<file path="src/rtl/amp_ctrl_defines.svh">
// register offsets, reset values, field positions and protocol constants of the control bank
`ifndef AMP_CTRL_DEFINES_SVH
`define AMP_CTRL_DEFINES_SVH

// register offsets on the two-wire control port
`define AMP_OFF_VENDOR      8'h00
`define AMP_OFF_DEVICE_LO   8'h01
`define AMP_OFF_DEVICE_HI   8'h02
`define AMP_OFF_REVISION    8'h03
`define AMP_OFF_POWER       8'h04
`define AMP_OFF_AMPDAC      8'h05
`define AMP_OFF_DAC         8'h06

// reset values of the writable registers
`define AMP_RST_POWER       8'ha1
`define AMP_RST_AMPDAC      8'h8a
`define AMP_RST_DAC         8'h02

// writable bits, reserved positions are zero
`define AMP_MASK_POWER      8'hbd
`define AMP_MASK_AMPDAC     8'hbb
`define AMP_MASK_DAC        8'hf7

// sample rate field position and largest legal code
`define AMP_FS_MSB          2
`define AMP_FS_LSB          0
`define AMP_FS_MAX          3'h5

// value read back from an unmapped offset
`define AMP_READ_NONE       8'h00

// two-wire protocol constants
`define AMP_BITS_PER_BYTE   4'h8
`define AMP_BIT_CNT_ZERO    4'h0
`define AMP_BIT_CNT_ONE     4'h1
`define AMP_PTR_STEP        8'h01
`define AMP_PTR_RESET       8'h00
`define AMP_BYTE_ZERO       8'h00
`define AMP_LINE_IDLE       1'b1
`define AMP_DRIVE_LOW       1'b0
`define AMP_RW_BIT          0
`define AMP_ADDR_MIN        7'h08
`define AMP_ADDR_MAX        7'h77

`endif

</file>
<file path="src/rtl/amp_ctrl_pkg.sv">
// types shared by the control bank and its line sampler
package amp_ctrl_pkg;

    // power control register layout
    typedef struct packed {
        logic       auto_sleep_enable;
        logic       rsvd6;
        logic       thermal_sensor_off;
        logic       mono_select;
        logic       right_channel_off;
        logic       left_channel_off;
        logic       rsvd1;
        logic       master_sleep;
    } power_ctrl_t;

    // amplifier and converter control register layout
    typedef struct packed {
        logic       converter_low_power;
        logic       rsvd6;
        logic       right_output_invert;
        logic       left_output_invert;
        logic       low_emi_edge;
        logic       rsvd2;
        logic [1:0] analog_gain_select;
    } ampdac_ctrl_t;

    // converter control register layout
    typedef struct packed {
        logic       immediate_volume;
        logic       right_mute;
        logic       left_mute;
        logic       highpass_enable;
        logic       rsvd3;
        logic [2:0] sample_rate_range;
    } dac_ctrl_t;

    // sampled line levels and events of the two-wire port
    typedef struct packed {
        logic       sda;
        logic       scl_rise;
        logic       scl_fall;
        logic       start;
        logic       stop;
    } line_events_t;

    // two-wire slave states
    typedef enum logic [2:0] {
        st_idle,
        st_addr,
        st_addr_ack,
        st_wr_data,
        st_wr_ack,
        st_rd_data,
        st_rd_ack
    } link_state_t;

endpackage : amp_ctrl_pkg

</file>
<file path="src/rtl/amp_control_register_bank.sv">
// control and identification registers of the amplifier behind the two-wire port
//
// Operation
// RULE1: four read-only identification bytes at offsets 0x00 to 0x03
// RULE2: power bit 7 enables automatic sleep, set after reset
// RULE3: power bit 5 keeps the thermal sensor off, set after reset
// RULE4: power bits 4,3,2 select mono, right off, left off; clear after reset
// RULE5: power register resets to 0xa1; bit 0 is master sleep
// RULE6: amp bit 7 enables converter low power, set after reset
// RULE7: amp bits 5 and 4 invert right and left outputs
// RULE8: amp bit 3 selects reduced-emission edge rate, set after reset
// RULE9: amp bits 1:0 select gain 13/16/19/21 dB, reset to 19 dB
// RULE10: amp register at 0x05 resets to 0x8a
// RULE11: converter register at 0x06 resets to 0x02; bit 7 immediate volume
// RULE12: converter bits 6 and 5 mute right and left, clear after reset
// RULE13: converter bit 4 puts the high-pass filter in path
// RULE14: sample rate field bits 2:0 holds codes 000 to 101 only
// RULE15: reserved bits read zero, identification writes are ignored
`timescale 1ns/10ps
`include "amp_ctrl_defines.svh"

module amp_control_register_bank
    import amp_ctrl_pkg::*;
#(
    parameter logic [6:0] DEV_ADDR      = 7'h10,  // bus address, arbitrary default
    parameter logic [7:0] VENDOR_CODE   = 8'h5a,  // value is arbitrary
    parameter logic [7:0] PART_CODE_LO  = 8'h3c,  // value is arbitrary
    parameter logic [7:0] PART_CODE_HI  = 8'h7e,  // value is arbitrary
    parameter logic [7:0] SILICON_VER   = 8'h02   // value is arbitrary
)
(
    input  wire logic         clk,
    input  wire logic         rst,
    input  wire logic         scl_in,
    input  wire logic         sda_in,
    output logic              sda_out,
    output logic              sda_oe_n,
    output power_ctrl_t       power_ctrl,
    output ampdac_ctrl_t      ampdac_ctrl,
    output dac_ctrl_t         dac_ctrl
);

    localparam int CTRL_REGS  = 3;
    localparam int IDX_POWER  = 0;
    localparam int IDX_AMPDAC = 1;
    localparam int IDX_DAC    = 2;

    localparam logic [7:0] CTRL_OFF  [CTRL_REGS] = '{`AMP_OFF_POWER,
                                                     `AMP_OFF_AMPDAC,
                                                     `AMP_OFF_DAC};
    localparam logic [7:0] CTRL_RST  [CTRL_REGS] = '{`AMP_RST_POWER,
                                                     `AMP_RST_AMPDAC,
                                                     `AMP_RST_DAC};
    localparam logic [7:0] CTRL_MASK [CTRL_REGS] = '{`AMP_MASK_POWER,
                                                     `AMP_MASK_AMPDAC,
                                                     `AMP_MASK_DAC};

    // refuse a reserved bus address or an illegal reset rate code
    generate
        if (DEV_ADDR < `AMP_ADDR_MIN || DEV_ADDR > `AMP_ADDR_MAX) begin : g_bad_addr
            $error("device address lies in a reserved range");
        end
        if (CTRL_RST[IDX_DAC][`AMP_FS_MSB:`AMP_FS_LSB] > `AMP_FS_MAX) begin : g_bad_fs
            $error("reset sample rate code is not a legal one");
        end
    endgenerate

    line_events_t  ev;
    link_state_t   state_q;
    link_state_t   state_d;
    logic [3:0]    cnt_q;
    logic [3:0]    cnt_d;
    logic [7:0]    shift_q;
    logic [7:0]    shift_d;
    logic [7:0]    tx_q;
    logic [7:0]    tx_d;
    logic [7:0]    ptr_q;
    logic [7:0]    ptr_d;
    logic          ptr_phase_q;
    logic          ptr_phase_d;
    logic          rw_q;
    logic          rw_d;
    logic          master_ack_q;
    logic          master_ack_d;
    logic          sda_oe_n_q;
    logic          sda_oe_n_d;
    logic [7:0]    ctrl_q [CTRL_REGS];
    logic [7:0]    ctrl_d [CTRL_REGS];

    wire  [7:0]    rd_byte;
    wire           byte_done;
    wire           addr_match;
    wire           line_event;
    wire           wr_fire;
    wire           rx_bit;
    wire           ack_fall;
    wire           bit_fall;
    wire  [7:0]    shift_in;
    wire  [7:0]    tx_shift;
    wire           rd_msb_oe_n;

    // line sampling and edge detection
    line_sampler u_sampler (
        .clk    (clk),
        .rst    (rst),
        .scl_in (scl_in),
        .sda_in (sda_in),
        .events (ev)
    );

    // read multiplexer over the whole map
    function automatic logic [7:0] read_mux(
        input logic [7:0] offset,
        input logic [7:0] pwr,
        input logic [7:0] amp,
        input logic [7:0] dac
    );
        logic [7:0] val;
        val = `AMP_READ_NONE;
        if (offset == `AMP_OFF_VENDOR) begin
            val = VENDOR_CODE;                              // [RULE1]
        end else if (offset == `AMP_OFF_DEVICE_LO) begin
            val = PART_CODE_LO;                             // [RULE1]
        end else if (offset == `AMP_OFF_DEVICE_HI) begin
            val = PART_CODE_HI;                             // [RULE1]
        end else if (offset == `AMP_OFF_REVISION) begin
            val = SILICON_VER;                              // [RULE1]
        end else if (offset == `AMP_OFF_POWER) begin
            val = pwr & `AMP_MASK_POWER;                    // [RULE15]
        end else if (offset == `AMP_OFF_AMPDAC) begin
            val = amp & `AMP_MASK_AMPDAC;                   // [RULE15]
        end else if (offset == `AMP_OFF_DAC) begin
            val = dac & `AMP_MASK_DAC;                      // [RULE15]
        end
        return val;
    endfunction : read_mux

    // merge a written byte into a control register
    function automatic logic [7:0] merge_write(
        input logic [7:0] old_val,
        input logic [7:0] new_val,
        input logic [7:0] mask,
        input logic       rate_field
    );
        logic [7:0] val;
        val = (old_val & ~mask) | (new_val & mask);         // [RULE15]
        if (rate_field && new_val[`AMP_FS_MSB:`AMP_FS_LSB] > `AMP_FS_MAX) begin
            val[`AMP_FS_MSB:`AMP_FS_LSB] = old_val[`AMP_FS_MSB:`AMP_FS_LSB]; // [RULE14]
        end
        return val;
    endfunction : merge_write

    // shared decodes for the slave sequencer
    assign rd_byte    = read_mux(ptr_q, ctrl_q[IDX_POWER], ctrl_q[IDX_AMPDAC], ctrl_q[IDX_DAC]);
    assign byte_done  = (cnt_q == `AMP_BITS_PER_BYTE);
    assign addr_match = (shift_q[7:1] == DEV_ADDR);
    assign line_event = ev.start | ev.stop;
    assign rx_bit     = ev.scl_rise & ~byte_done;
    assign wr_fire    = ev.scl_fall & byte_done & ~ptr_phase_q & ~line_event
                      & (state_q == st_wr_data);

    // clock-fall and shift decodes shared by the sequencer states
    assign ack_fall    = ev.scl_fall & byte_done;
    assign bit_fall    = ev.scl_fall & ~byte_done & (cnt_q != `AMP_BIT_CNT_ZERO);
    assign shift_in    = {shift_q[6:0], ev.sda};
    assign tx_shift    = {tx_q[6:0], 1'b0};
    assign rd_msb_oe_n = rd_byte[7];                        // released line sends a one

    // slave sequencer: sample on clock rise, drive on clock fall
    always_comb begin
        state_d      = state_q;
        cnt_d        = cnt_q;
        shift_d      = shift_q;
        tx_d         = tx_q;
        ptr_d        = ptr_q;
        ptr_phase_d  = ptr_phase_q;
        rw_d         = rw_q;
        master_ack_d = master_ack_q;
        sda_oe_n_d   = sda_oe_n_q;
        if (ev.start) begin
            state_d     = st_addr;                          // repeated start restarts
            cnt_d       = `AMP_BIT_CNT_ZERO;
            ptr_phase_d = 1'b1;
            sda_oe_n_d  = 1'b1;
        end else if (ev.stop) begin
            state_d    = st_idle;
            sda_oe_n_d = 1'b1;
        end else begin
            case (state_q)
                st_idle: begin
                    sda_oe_n_d = 1'b1;
                end
                st_addr: begin
                    if (rx_bit) begin
                        shift_d = shift_in;
                        cnt_d   = cnt_q + `AMP_BIT_CNT_ONE;
                    end else if (ack_fall) begin
                        if (addr_match) begin
                            rw_d       = shift_q[`AMP_RW_BIT];
                            sda_oe_n_d = 1'b0;              // acknowledge address
                            state_d    = st_addr_ack;
                        end else begin
                            state_d    = st_idle;           // other slave addressed
                        end
                    end
                end
                st_addr_ack: begin
                    if (ev.scl_fall) begin
                        cnt_d = `AMP_BIT_CNT_ZERO;
                        if (rw_q) begin
                            tx_d       = rd_byte;
                            sda_oe_n_d = rd_msb_oe_n;
                            ptr_d      = ptr_q + `AMP_PTR_STEP;
                            state_d    = st_rd_data;
                        end else begin
                            sda_oe_n_d = 1'b1;
                            state_d    = st_wr_data;
                        end
                    end
                end
                st_wr_data: begin
                    if (rx_bit) begin
                        shift_d = shift_in;
                        cnt_d   = cnt_q + `AMP_BIT_CNT_ONE;
                    end else if (ack_fall) begin
                        sda_oe_n_d = 1'b0;                  // acknowledge every byte
                        state_d    = st_wr_ack;
                        if (ptr_phase_q) begin
                            ptr_d       = shift_q;          // first byte sets pointer
                            ptr_phase_d = 1'b0;
                        end else begin
                            ptr_d = ptr_q + `AMP_PTR_STEP;
                        end
                    end
                end
                st_wr_ack: begin
                    if (ev.scl_fall) begin
                        sda_oe_n_d = 1'b1;
                        cnt_d      = `AMP_BIT_CNT_ZERO;
                        state_d    = st_wr_data;
                    end
                end
                st_rd_data: begin
                    if (rx_bit) begin
                        cnt_d = cnt_q + `AMP_BIT_CNT_ONE;
                    end else if (ack_fall) begin
                        sda_oe_n_d = 1'b1;                  // free line for master ack
                        state_d    = st_rd_ack;
                    end else if (bit_fall) begin
                        sda_oe_n_d = tx_q[6];
                        tx_d       = tx_shift;
                    end
                end
                st_rd_ack: begin
                    if (ev.scl_rise) begin
                        master_ack_d = ~ev.sda;
                    end else if (ev.scl_fall) begin
                        if (master_ack_q) begin
                            cnt_d      = `AMP_BIT_CNT_ZERO;
                            tx_d       = rd_byte;
                            sda_oe_n_d = rd_msb_oe_n;
                            ptr_d      = ptr_q + `AMP_PTR_STEP;
                            state_d    = st_rd_data;
                        end else begin
                            state_d    = st_idle;           // master ended the read
                        end
                    end
                end
                default: begin
                    state_d    = st_idle;
                    sda_oe_n_d = 1'b1;
                end
            endcase
        end
    end

    // sequencer registers
    always_ff @(posedge clk) begin
        if (rst) begin
            state_q      <= st_idle;
            cnt_q        <= `AMP_BIT_CNT_ZERO;
            shift_q      <= `AMP_BYTE_ZERO;
            tx_q         <= `AMP_BYTE_ZERO;
            ptr_q        <= `AMP_PTR_RESET;
            ptr_phase_q  <= 1'b1;
            rw_q         <= 1'b0;
            master_ack_q <= 1'b0;
            sda_oe_n_q   <= 1'b1;
        end else begin
            state_q      <= state_d;
            cnt_q        <= cnt_d;
            shift_q      <= shift_d;
            tx_q         <= tx_d;
            ptr_q        <= ptr_d;
            ptr_phase_q  <= ptr_phase_d;
            rw_q         <= rw_d;
            master_ack_q <= master_ack_d;
            sda_oe_n_q   <= sda_oe_n_d;
        end
    end

    // open-drain data line: only ever pulls low
    always_ff @(posedge clk) begin
        if (rst) begin
            sda_out <= `AMP_DRIVE_LOW;
        end else begin
            sda_out <= `AMP_DRIVE_LOW;
        end
    end
    assign sda_oe_n = sda_oe_n_q;

    // writable control registers, identification offsets never match
    generate
        for (genvar gi = 0; gi < CTRL_REGS; gi++) begin : g_ctrl
            // refuse a reset value with a reserved bit set
            if ((CTRL_RST[gi] & ~CTRL_MASK[gi]) != `AMP_BYTE_ZERO) begin : g_bad_rst
                $error("reset value sets a reserved bit");
            end
            wire hit = wr_fire & (ptr_q == CTRL_OFF[gi]);   // [RULE15]
            assign ctrl_d[gi] = hit ? merge_write(ctrl_q[gi], shift_q, CTRL_MASK[gi],
                                                  gi == IDX_DAC)
                                    : ctrl_q[gi];
            always_ff @(posedge clk) begin
                if (rst) begin
                    ctrl_q[gi] <= CTRL_RST[gi];             // [RULE5] [RULE10] [RULE11]
                end else begin
                    ctrl_q[gi] <= ctrl_d[gi];
                end
            end
        end
    endgenerate

    // power fields: auto sleep, thermal sensor, mono, channel off, master sleep
    assign power_ctrl  = power_ctrl_t'(ctrl_q[IDX_POWER]);  // [RULE2] [RULE3] [RULE4] [RULE5]

    // amplifier fields: low power, polarity, edge rate, gain
    assign ampdac_ctrl = ampdac_ctrl_t'(ctrl_q[IDX_AMPDAC]); // [RULE6] [RULE7] [RULE8] [RULE9]

    // converter fields: immediate volume, mutes, high-pass, sample rate
    assign dac_ctrl    = dac_ctrl_t'(ctrl_q[IDX_DAC]);      // [RULE11] [RULE12] [RULE13] [RULE14]

endmodule : amp_control_register_bank

</file>
<file path="src/rtl/line_sampler.sv">
// samples the two-wire port lines and flags clock edges, start and stop
`timescale 1ns/10ps
`include "amp_ctrl_defines.svh"

module line_sampler
    import amp_ctrl_pkg::*;
(
    input  wire logic         clk,
    input  wire logic         rst,
    input  wire logic         scl_in,
    input  wire logic         sda_in,
    output line_events_t      events
);

    logic scl_q;
    logic scl_p_q;
    logic sda_q;
    logic sda_p_q;

    // two sample stages per line, idle high after reset
    always_ff @(posedge clk) begin
        if (rst) begin
            scl_q   <= `AMP_LINE_IDLE;
            scl_p_q <= `AMP_LINE_IDLE;
            sda_q   <= `AMP_LINE_IDLE;
            sda_p_q <= `AMP_LINE_IDLE;
        end else begin
            scl_q   <= scl_in;
            scl_p_q <= scl_q;
            sda_q   <= sda_in;
            sda_p_q <= sda_q;
        end
    end

    // edges of the clock line, data changes while clock is high
    assign events.sda      = sda_q;
    assign events.scl_rise = scl_q & ~scl_p_q;
    assign events.scl_fall = ~scl_q & scl_p_q;
    assign events.start    = scl_q & scl_p_q & sda_p_q & ~sda_q;
    assign events.stop     = scl_q & scl_p_q & ~sda_p_q & sda_q;

endmodule : line_sampler

</file>
<file path="config.mk">
export PLATFORM = sky130hd
export DESIGN_NAME = amp_control_register_bank
export DESIGN_NICKNAME = d
export VERILOG_FILES = /design/src/rtl/amp_ctrl_pkg.sv /design/src/rtl/amp_control_register_bank.sv /design/src/rtl/line_sampler.sv
export VERILOG_INCLUDE_DIRS = /design/src /design/src/rtl
export SDC_FILE = /design/constraint.sdc
export NUM_CORES = 1
export LEC_CHECK = 0
export BUFFER_PORTS_ARGS = -buffer_cell sky130_fd_sc_hd__buf_2
export CORE_ASPECT_RATIO = 0.9
export CORE_MARGIN = 10
export CORE_UTILIZATION = 42
export CTS_CLUSTER_DIAMETER = 200
export DETAILED_ROUTE_END_ITERATION = 10
export GPL_TIMING_DRIVEN = 0
export SYNTH_ARGS = -nofsm -noshare
export SYNTH_HDL_FRONTEND = slang
export SYNTH_SLANG_ARGS = --single-unit
</file>
<file path="constraint.sdc">
create_clock -name clk -period 2.6 [get_ports clk]
set_clock_uncertainty 0.05 [all_clocks]
set_input_delay 0.26 -clock clk [delete_from_list [all_inputs] [get_ports clk]]
set_output_delay 0.26 -clock clk [all_outputs]
set_load 0.01 [all_outputs]
</file>
==> results of run 1 <==
registers in the layout, indices dropped and copies added, names as in the netlist:
register and count:
u_sampler.sda_q 1, u_sampler.scl_p_q 1, u_sampler.sda_p_q 1, master_ack_q 1, ptr_q 8, state_q 3, ctrl_q 19, ptr_phase_q 1
tx_q 7, shift_q 8, sda_oe_n 1, u_sampler.scl_q 1, cnt_q 4, rw_q 1
report_power, final:
group	switching [mW]	internal [mW]	leakage, nW
clock network	0.406	0.380	0.0895
registers	0.00753	0.878	0.461
logic	0.0514	0.0268	0.856
total	0.464	1.28	1.41
cell usage after synthesis (all sizes together), types with 4 or more instances:
cell type   n  area (µm²)
dfxtp      57        1140
nor2       49         186
and3        5        31.3
a31oi       4        25.0
o211ai      4        30.0
nand3       8        40.0
o21ai      24         120
or2         7        43.8
nand2b      6        37.5
nor3        7        35.0
nor2b       8        50.1
mux2i      26         260
inv        13        48.8
clkbuf     22        82.6
ha          6        75.1
a221oi      4        35.0
nand3b      4        30.0
a21oi      26         130
nand4       4        40.0
nand2      44         165
and2        4        25.0
buf        11        85.1
nor4        4        40.0
metrics by stage:
stage	hold slack (ps)	total power [mW]	util (%)	cell area, µm²	std cells
floorplan	314	0.959	-	3190	399
global placement	391	0.981	47.5	3410	514
detailed placement	395	0.982	47.5	3410	514
CTS	24.2	1.76	50.1	3600	530
global route	22.6	1.81	50.2	3610	530
finish	32.5	1.75	50.2	3610	530
cell families after synthesis:
| family | share of synthesized area [%] |
|---|---|
| other | 0.118 |
| and+or+nand+nor | 27.3 |
| xor gates and xnor gates | 0.277 |
| DFF | 36.0 |
| muxes | 8.21 |
| adders and majority gates | 2.37 |
| AOI/OAI and AO/OA | 18.9 |
| buffers and inverters | 6.83 |
area by class of cell:
class | instances | area [µm²]
Inverter | 13 | 48.8
Fill cell | 716 | 3580
Sequential cell | 57 | 1140
Multi-Input combinational cell | 296 | 1840
Clock inverter | 6 | 50.0
Timing Repair Buffer | 22 | 110
Tap cell | 93 | 116
Clock buffer | 10 | 138
Buffer | 33 | 169
worst paths after layout:
| kind | start | end | slack, ps | cells after the start |
|---|---|---|---|---|
| setup reg to reg | cnt_q[0]$_SDFFE_PP0P_ | cnt_q[1]$_SDFFE_PP0P_ | 190 | 8 |
| hold / removal | scl_in | u_sampler.scl_q$_SDFF_PP1_ | 30 | 2 |
| setup / recovery | cnt_q[0]$_SDFFE_PP0P_ | cnt_q[1]$_SDFFE_PP0P_ | 190 | 8 |
| hold reg to reg | tx_q[0]$_SDFFE_PP0P_ | tx_q[0]$_SDFFE_PP0P_ | 410 | 2 |
worst max-delay path, delay by kind of cell (launching register included):
family,cells,cell delay [ps]
compound gates,2,570
simple gates,3,680
fa+ha+maj,1,220
buf+inv,2,460
flops,1,370
layer usage:
metal  GRT usage (%)  wire [µm]
met1            20.7       4490
met3            4.86        518
met4            5.13         53
met2            22.8       3780
met5               0          0
==> flow_summary.toml, run 1 <==
[run_status]
status = "finished, final reports clean"

[timing]
period_share_pct = 92.8
finalSetupViolCount = 0
final_max_slew_viol_count = 0
period_minus_slack_ps = 2410
maxSlewHeadroom_pct = 52.4
fin_setup_tns_ps = 0
layout_setup_ws_ps = 187
rsz0062_at_grt = "false"
tightestPinTransition_ps = 707
hold_violations = 0
fmax_mhz = 415

[logic_synthesis]
synth-seq-cells = 57
syn_inst = 394
synth-main-ff-cell = "dfxtp_1"
synth_edf_count = 0
yosysUniqueCellTypes = 63
syn_area_um2 = 3170
syn_area_per_cell_um2 = 8.04
ys_warn_count = 0
async_reset_ff_share_pct = 0
synth-seq-area-share_pct = 36.0

[routing]
drt_first_iter_violations = 158
via_count = 2891
viasPerCell = 5.45
dr.pass1.iters = 4
drt-total-wl_um = 8850
detail-route-antenna-nets = 0
routedWlPerCell_um = 16.7
drcViolationCount = 0

[global_route]
overflow = 0
grt_first_pass_wirelength_um = 14200
grt_pass1_vias = 2774
grt_antenna_before_repair = 0
grt_max_degree = 13
track_usage_pct = 15.4

[power]
ir_drop_v = 0.000374
leakagePower_nw = 1.41
powerDensity_nw_per_um2 = 485

[critical_path]
cp_slowest_cell = "a311o_1"
cp-end-kind = "flop"
critPathLaunchType = "flop"
cp.arrival_ps = 2650
cp_max_fo = 10
critical_path.max_stage_delay_ps = 440
required_ps = 2840
critPathKind = "flop to flop"
path_cells = "inv_1 -> ha_1 -> nand3b_1 -> clkbuf_1 -> nand2_1 -> a311o_1 -> or3_1 -> a21oi_1"

[die]
start_util_pct = 44.1
placementRows = 29
chipHeight_um = 102
dieWidth_um = 112
dieArea_um2 = 11400
core_area_um2 = 7180
io_pins = 30

[cells_and_area]
layout_common_cells = "dfxtp_1, nor2_1, nand2_1"
diodes = 0
final_common_cell = "dfxtp_1"
nets = 442
final_layout_size_suffix_gt1_share_pct = 15.1
area_growth_pct = 13.9

[clock_network]
ctsResizeCount = 0
cts_sinks = 57
cts.clk_slew.worst_paths_ps = 70
cts_tree = "built"
cts_root_buf = "clkbuf_8"
hold_buffers = 0
clockBufferDepth = 2
htree_levels = 3
cts_post_setup_buffers_inserted = 0
clock_latency_ps = 360
cts_made_buffers = 9

[place]
hpwlAfterDp_um = 6420
port_buffers = 22
pre_cts_ws_ps = 217
gp_congestion = 0.849

[worst_hold_path]
hold_path.class = "primary input to flop"

[run]
maxCapViolCount = 0
Note: power is estimated with default switching activity, not from simulation.
==> inputs of run 2 (changes only) <==
--- a/config.mk
+++ b/config.mk
@@ -6,6 +6,7 @@
 export SDC_FILE = /design/constraint.sdc
 export NUM_CORES = 1
 export LEC_CHECK = 0
+export ABC_AREA = 1
 export BUFFER_PORTS_ARGS = -buffer_cell sky130_fd_sc_hd__buf_2
 export CORE_ASPECT_RATIO = 0.9
 export CORE_MARGIN = 10
==> run 2 against run 1 <==
Compared with the run above: flip-flop and latch count is the same; clock-buffer cell count up 1; routed wire length fell by 3.1%; non-clock buffer count decreased by 16; register-to-register slack gained 460 ps; cell area increased by 1.8%; via count is 4.3% higher; setup slack better by 460 ps; area after synthesis is 2.6% higher; core utilization is 1.6 points lower.
==> flow_summary.toml, run 2 <==
[clock_network]
cts_made_buffers = 9
cts_post_setup_buffers_inserted = 0
cts_tree = "built"
cts_root_buf = "clkbuf_8"
clockBufferDepth = 2
htree_levels = 3
hold_buffers = 0
clock_latency_ps = 340
cts.clk_slew.worst_paths_ps = 60
ctsResizeCount = 0
cts_sinks = 57

[logic_synthesis]
ys_warn_count = 0
yosysUniqueCellTypes = 42
async_reset_ff_share_pct = 0
syn_area_per_cell_um2 = 7.19
yosys.area.top_type = "dfxtp_1"
synth_edf_count = 0
netlist.area_leader.share_pct = 35.1
synth-seq-area-share_pct = 35.1
syn_inst = 452
synth-seq-cells = 57
synth_commonest_cells = "nand2_1, dfxtp_1, a21oi_1"
syn_area_um2 = 3250
synth.most_common_cell = "nand2_1"
synth-main-ff-cell = "dfxtp_1"
yosys-top-cells-area = "dfxtp_1, nand2_1, a21oi_1"

[routing]
viasPerCell = 5.11
drt-total-wl_um = 8580
routedWlPerCell_um = 14.5
drt_first_iter_violations = 163
dr.pass1.iters = 4
detail-route-antenna-nets = 0
via_count = 3014
drcViolationCount = 0

[worst_hold_path]
hold_path.class = "primary input to flop"
min_from = "scl_in"

[cells_and_area]
largest_reg_flops = 19
layout_common_cells = "nand2_1, dfxtp_1, a21oi_1"
largestRegisters = "ctrl_q: 19 flops, ptr_q: 8 flops, shift_q: 8 flops"
fillers = 770
final_layout_size_suffix_gt1_share_pct = 21.9
area_growth_pct = 13.0
nets = 501
final_common_cell = "nand2_1"
diodes = 0
regMostFlops = "ctrl_q"

[critical_path]
cp_max_fo = 10
required_ps = 2810
cp.arrival_ps = 2160
r2r-start = "cnt_q[0]$_SDFFE_PP0P_"
cp-end-kind = "flop"
cp-startpoint = "cnt_q[0]$_SDFFE_PP0P_"
critPathKind = "flop to flop"
critPathLaunchType = "flop"

[global_route]
track_usage_pct = 15.2
overflow = 0
grt_first_pass_wirelength_um = 14200
grt_pass1_vias = 2869
grt_antenna_before_repair = 0
grt_max_degree = 11

[timing]
period_share_pct = 75.0
rsz0062_at_grt = "false"
layout_setup_ws_ps = 649
fin_setup_tns_ps = 0
final_max_slew_viol_count = 0
fmax_mhz = 513
period_minus_slack_ps = 1950
tightestPinTransition_ps = 717
maxSlewHeadroom_pct = 52.2
finalSetupViolCount = 0
hold_violations = 0

[die]
core_area_um2 = 7540
placementRows = 30
io_pins = 30
dieArea_um2 = 11700
start_util_pct = 43.1
dieWidth_um = 113
chipHeight_um = 103

[power]
powerDensity_nw_per_um2 = 486
leakagePower_nw = 1.71
ir_drop_v = 0.000267
total_power_mw = 1.78

[run_status]
status = "finished, final reports clean"

[run]
maxCapViolCount = 0

[place]
hpwlAfterDp_um = 6580
pre_cts_ws_ps = 681
port_buffers = 23
gp_congestion = 0.860
==> run 2: cell types whose count changed in the layout (fill, tap and decap cells not counted), moves of 16 or more <==
cell      previous run  this run
nand2_1             44        83
inv_1               13        41
mux2i_1             26         0
a21oi_1             26        47
clkbuf_1            21         3
nand3_1              8        24
==> run 2: routing by layer <==
metal / share of wire [%] / track usage [%]
met5: 0 / 0
met4: 1.6 / 5.46
met3: 5.1 / 4.15
met2: 49 / 26.7
met1: 44 / 17.4
==> run 2: area by class of cell <==
class / instances / area (µm²) / share of cell area (%)
Timing Repair Buffer: 23 / 115 / 3.13
Clock buffer: 11 / 151 / 4.12
Tap cell: 96 / 120 / 3.27
Multi-Input combinational cell: 327 / 1810 / 49.2
Clock inverter: 3 / 17.5 / 0.477
Buffer: 16 / 97.6 / 2.66
Inverter: 57 / 223 / 6.06
Sequential cell: 57 / 1140 / 31.1
==> run 2: logic make-up (layout without fill, tap and decap cells) <==
| kind of cell | count (synthesis) | after routing | synth area share [%] |
|---|---|---|---|
| simple gates | 203 | 203 | 33.1 |
| xor+xnor | 3 | 3 | 0.809 |
| fa+ha+maj | 6 | 6 | 2.31 |
| other cells | 1 | 6 | 0.115 |
| buf+inv | 73 | 110 | 9.86 |
| flops | 57 | 57 | 35.1 |
| compound gates | 109 | 109 | 18.7 |
==> run 2: stage by stage <==
step / utilization, % / hold WS (ps) / area, µm² / std cells
2_1_floorplan: - / 314 / 3270 / 457
3_3_place_gp: 46.4 / 378 / 3500 / 576
3_5_place_dp: 46.4 / 381 / 3500 / 576
4_1_cts: 48.7 / 41.7 / 3670 / 590
5_1_grt: 48.7 / 53.7 / 3670 / 590
6_report: 48.7 / 57.6 / 3670 / 590
==> run 2: critical path, cell delays in order (launching register included) <==
cell and delay (ps):
dfxtp_1 370, inv_1 80, ha_1 210, nand3_1 150, nand3_1 150, nor2_2 290, buf_2 300, o21ai_0 120
a21oi_1 150
==> run 2: worst paths after layout <==
| check | endpoint | cells past startpoint | slack (ps) |
|---|---|---|---|
| setup / recovery | shift_q[7]$_SDFFE_PP0P_ | 8 | 650 |
| hold / removal | u_sampler.scl_q$_SDFF_PP1_ | 2 | 60 |
| setup reg to reg | shift_q[7]$_SDFFE_PP0P_ | 8 | 650 |
| hold reg to reg | master_ack_q$_SDFFE_PP0P_ | 1 | 380 |
==> run 2: power by group <==
part	leakage (nW)	internal, mW	switching (mW)
Combinational	1.16	0.0499	0.101
Sequential	0.461	0.887	0.0120
Clock	0.0871	0.383	0.350
Total	1.71	1.32	0.463
==> inputs of run 3 (changes only) <==
==> constraint.sdc (replaced) <==
create_clock -name clk -period 1.79 [get_ports clk]
set_clock_uncertainty 0.05 [all_clocks]
set_input_delay 0.179 -clock clk [delete_from_list [all_inputs] [get_ports clk]]
set_output_delay 0.179 -clock clk [all_outputs]
set_load 0.01 [all_outputs]
==> run 3 against run 2 <==
Compared with the run above: sequential share of layout area decreased by 2.8 points; sequential power up 45%; power increased by 49%; worst hold slack worse by 20 ps; routed wire length up 8.3%; register-to-register slack lost 600 ps; core utilization up 5.4 points; highest routed layer unchanged.
==> flow_summary.toml, run 3 (same netlist as run 2, synthesis figures left out) <==
[clock_network]
clockBufferDepth = 2
cts_root_buf = "clkbuf_8"
cts_made_buffers = 9
cts_sinks = 57
clock_latency_ps = 340
cts_tree = "built"
htree_levels = 3
cts.clk_slew.worst_paths_ps = 60

[die]
placementRows = 30
dieWidth_um = 113
core_area_um2 = 7540
start_util_pct = 43.1
chipHeight_um = 103
io_pins = 30
dieArea_um2 = 11700

[power]
p_int_mw = 1.95
leakagePower_nw = 1.82
p_comb_share_pct = 10.7
total_power_mw = 2.66
powerDensity_nw_per_um2 = 653
p_seq_share_pct = 49.0
clockPowerShare_pct = 40.3
switching_share_pct = 26.7
p_switching_mw = 0.712
ir_drop_v = 0.000390

[timing]
finalSetupViolCount = 0
final_max_slew_viol_count = 0
fin_setup_tns_ps = 0
layout_setup_ws_ps = 45.5
period_share_pct = 97.5
maxSlewHeadroom_pct = 54.0
hold_violations = 0
rsz0062_at_grt = "true"
fmax_mhz = 573
tightestPinTransition_ps = 690
period_minus_slack_ps = 1740

[critical_path]
path_cells = "inv_2 -> ha_4 -> nand3_4 -> nor2_4 -> buf_4 -> nor2_2 -> a21oi_2 -> nand3_4 -> inv_2 -> o21ai_0 -> a21oi_1"
cp.arrival_ps = 1960
cp_slowest_cell = "dfxtp_2"
cp-end-kind = "flop"
required_ps = 2000
critPathLaunchType = "flop"
critPathKind = "flop to flop"
cpLargestDelayFamily = "simple AND/OR/NAND/NOR gates"
critical_path.max_stage_delay_ps = 330
crit_buf_inv = 3
cp_max_fo = 5

[global_route]
overflow = 0
grt_first_pass_wirelength_um = 14800
track_usage_pct = 15.8
grt_pass1_vias = 2991
grt_antenna_before_repair = 0
grt_max_degree = 11

[cells_and_area]
instances_no_fill = 612
nets = 523
layout_common_cells = "nand2_1, dfxtp_1, a21oi_1"
area_growth_pct = 25.5
fillers = 731
final_layout_size_suffix_gt1_share_pct = 31.8
final_common_cell = "nand2_1"
diodes = 0
largest_reg_flops = 19
largestRegisters = "ctrl_q: 19 flops, ptr_q: 8 flops, shift_q: 8 flops"
regMostFlops = "ctrl_q"

[routing]
drcViolationCount = 0
dr.pass1.iters = 4
routedWlPerCell_um = 15.2
viasPerCell = 5.09
detail-route-antenna-nets = 0
drt-total-wl_um = 9290
via_count = 3114
drt_first_iter_violations = 165

[place]
port_buffers = 23
dp.cells = 576
gp_congestion = 0.860
pre_cts_ws_ps = -129
hpwlAfterDp_um = 6580

[run]
maxCapViolCount = 0

[worst_hold_path]
hold_path.class = "primary input to flop"

[run_status]
status = "finished, final reports clean"
[run 3: changes by cell type in the layout (fill, tap and decap cells not counted), sizes merged]
cell         previous run  this run
inv                    56        55
nor2                   64        66
clkinv                  3         4
dlygate4sd3             0         2
buf                    36        53
clkinvlp                1         2
[run 3: worst reg2reg max path: stages (launching register included)]
cell and delay, ps:
dfxtp_2 330, inv_2 80, ha_4 150, nand3_4 90
nor2_4 180, buf_4 150, nor2_2 50, a21oi_2 160
nand3_4 120, inv_2 70, o21ai_0 100, a21oi_1 150
[run 3: what timing repair did]
action	in CTS	in global routing
hold endpoints to repair	2	0
gates resized for setup	15	47
hold buffers	2	0
gates cloned	2	1
setup endpoints to repair	34	37
pin swaps	10	25
setup buffers	9	8
[run 3: final timing paths]
kind | start | cells past startpoint | endpoint | slack [ps]
setup / recovery | cnt_q[0]$_SDFFE_PP0P_ | 11 | state_q[1]$_SDFFE_PP0P_ | 50
hold reg to reg | u_sampler.sda_q$_SDFF_PP1_ | 1 | master_ack_q$_SDFFE_PP0P_ | 390
setup reg to reg | cnt_q[0]$_SDFFE_PP0P_ | 11 | state_q[1]$_SDFFE_PP0P_ | 50
hold / removal | rst | 2 | u_sampler.sda_q$_SDFF_PP1_ | 40
[run 3: layout make-up]
cell class              instances  area, µm²  area share, %
clock buffers                  11        151           3.71
multi-input cells             329       2010           49.3
flip-flops and latches         57       1150           28.2
well taps                      96        120           2.95
clock inverters                 3       17.5          0.430
plain buffers                  16        100           2.45
inverters                      57        240           5.89
repair inverters                1       7.51          0.184
repair buffers                 42        279           6.84
[run 3: metal layers]
| metal | global-route usage [%] | up-vias | share of wire (%) |
|---|---|---|---|
| met1 | 17.9 | 1441 | 43 |
| met3 | 4.38 | 8 | 5.7 |
| li1 | - | 1596 | - |
| met4 | 5.85 | 0 | 1.2 |
| met2 | 27.9 | 69 | 50 |
| met5 | 0 | - | 0 |
[run 3: stage by stage]
stage	hold slack (ps)	util (%)	cell area (µm²)
final	37.3	54.0	4080
after global routing	32.0	54.0	4080
after CTS	40.0	51.0	3850
after detailed placement	319	46.4	3500
after global placement	313	46.4	3500
after floorplan	233	-	3270
[run 3: power by group through the flow]
stage | sequential (mW) | combinational, mW | clock, mW
after floorplan | 1.33 | 0.167 | 0
after global placement | 1.33 | 0.217 | 0
after detailed placement | 1.34 | 0.218 | 0
after CTS | 1.31 | 0.252 | 1.09
after global routing | 1.31 | 0.314 | 1.15
final | 1.30 | 0.285 | 1.07
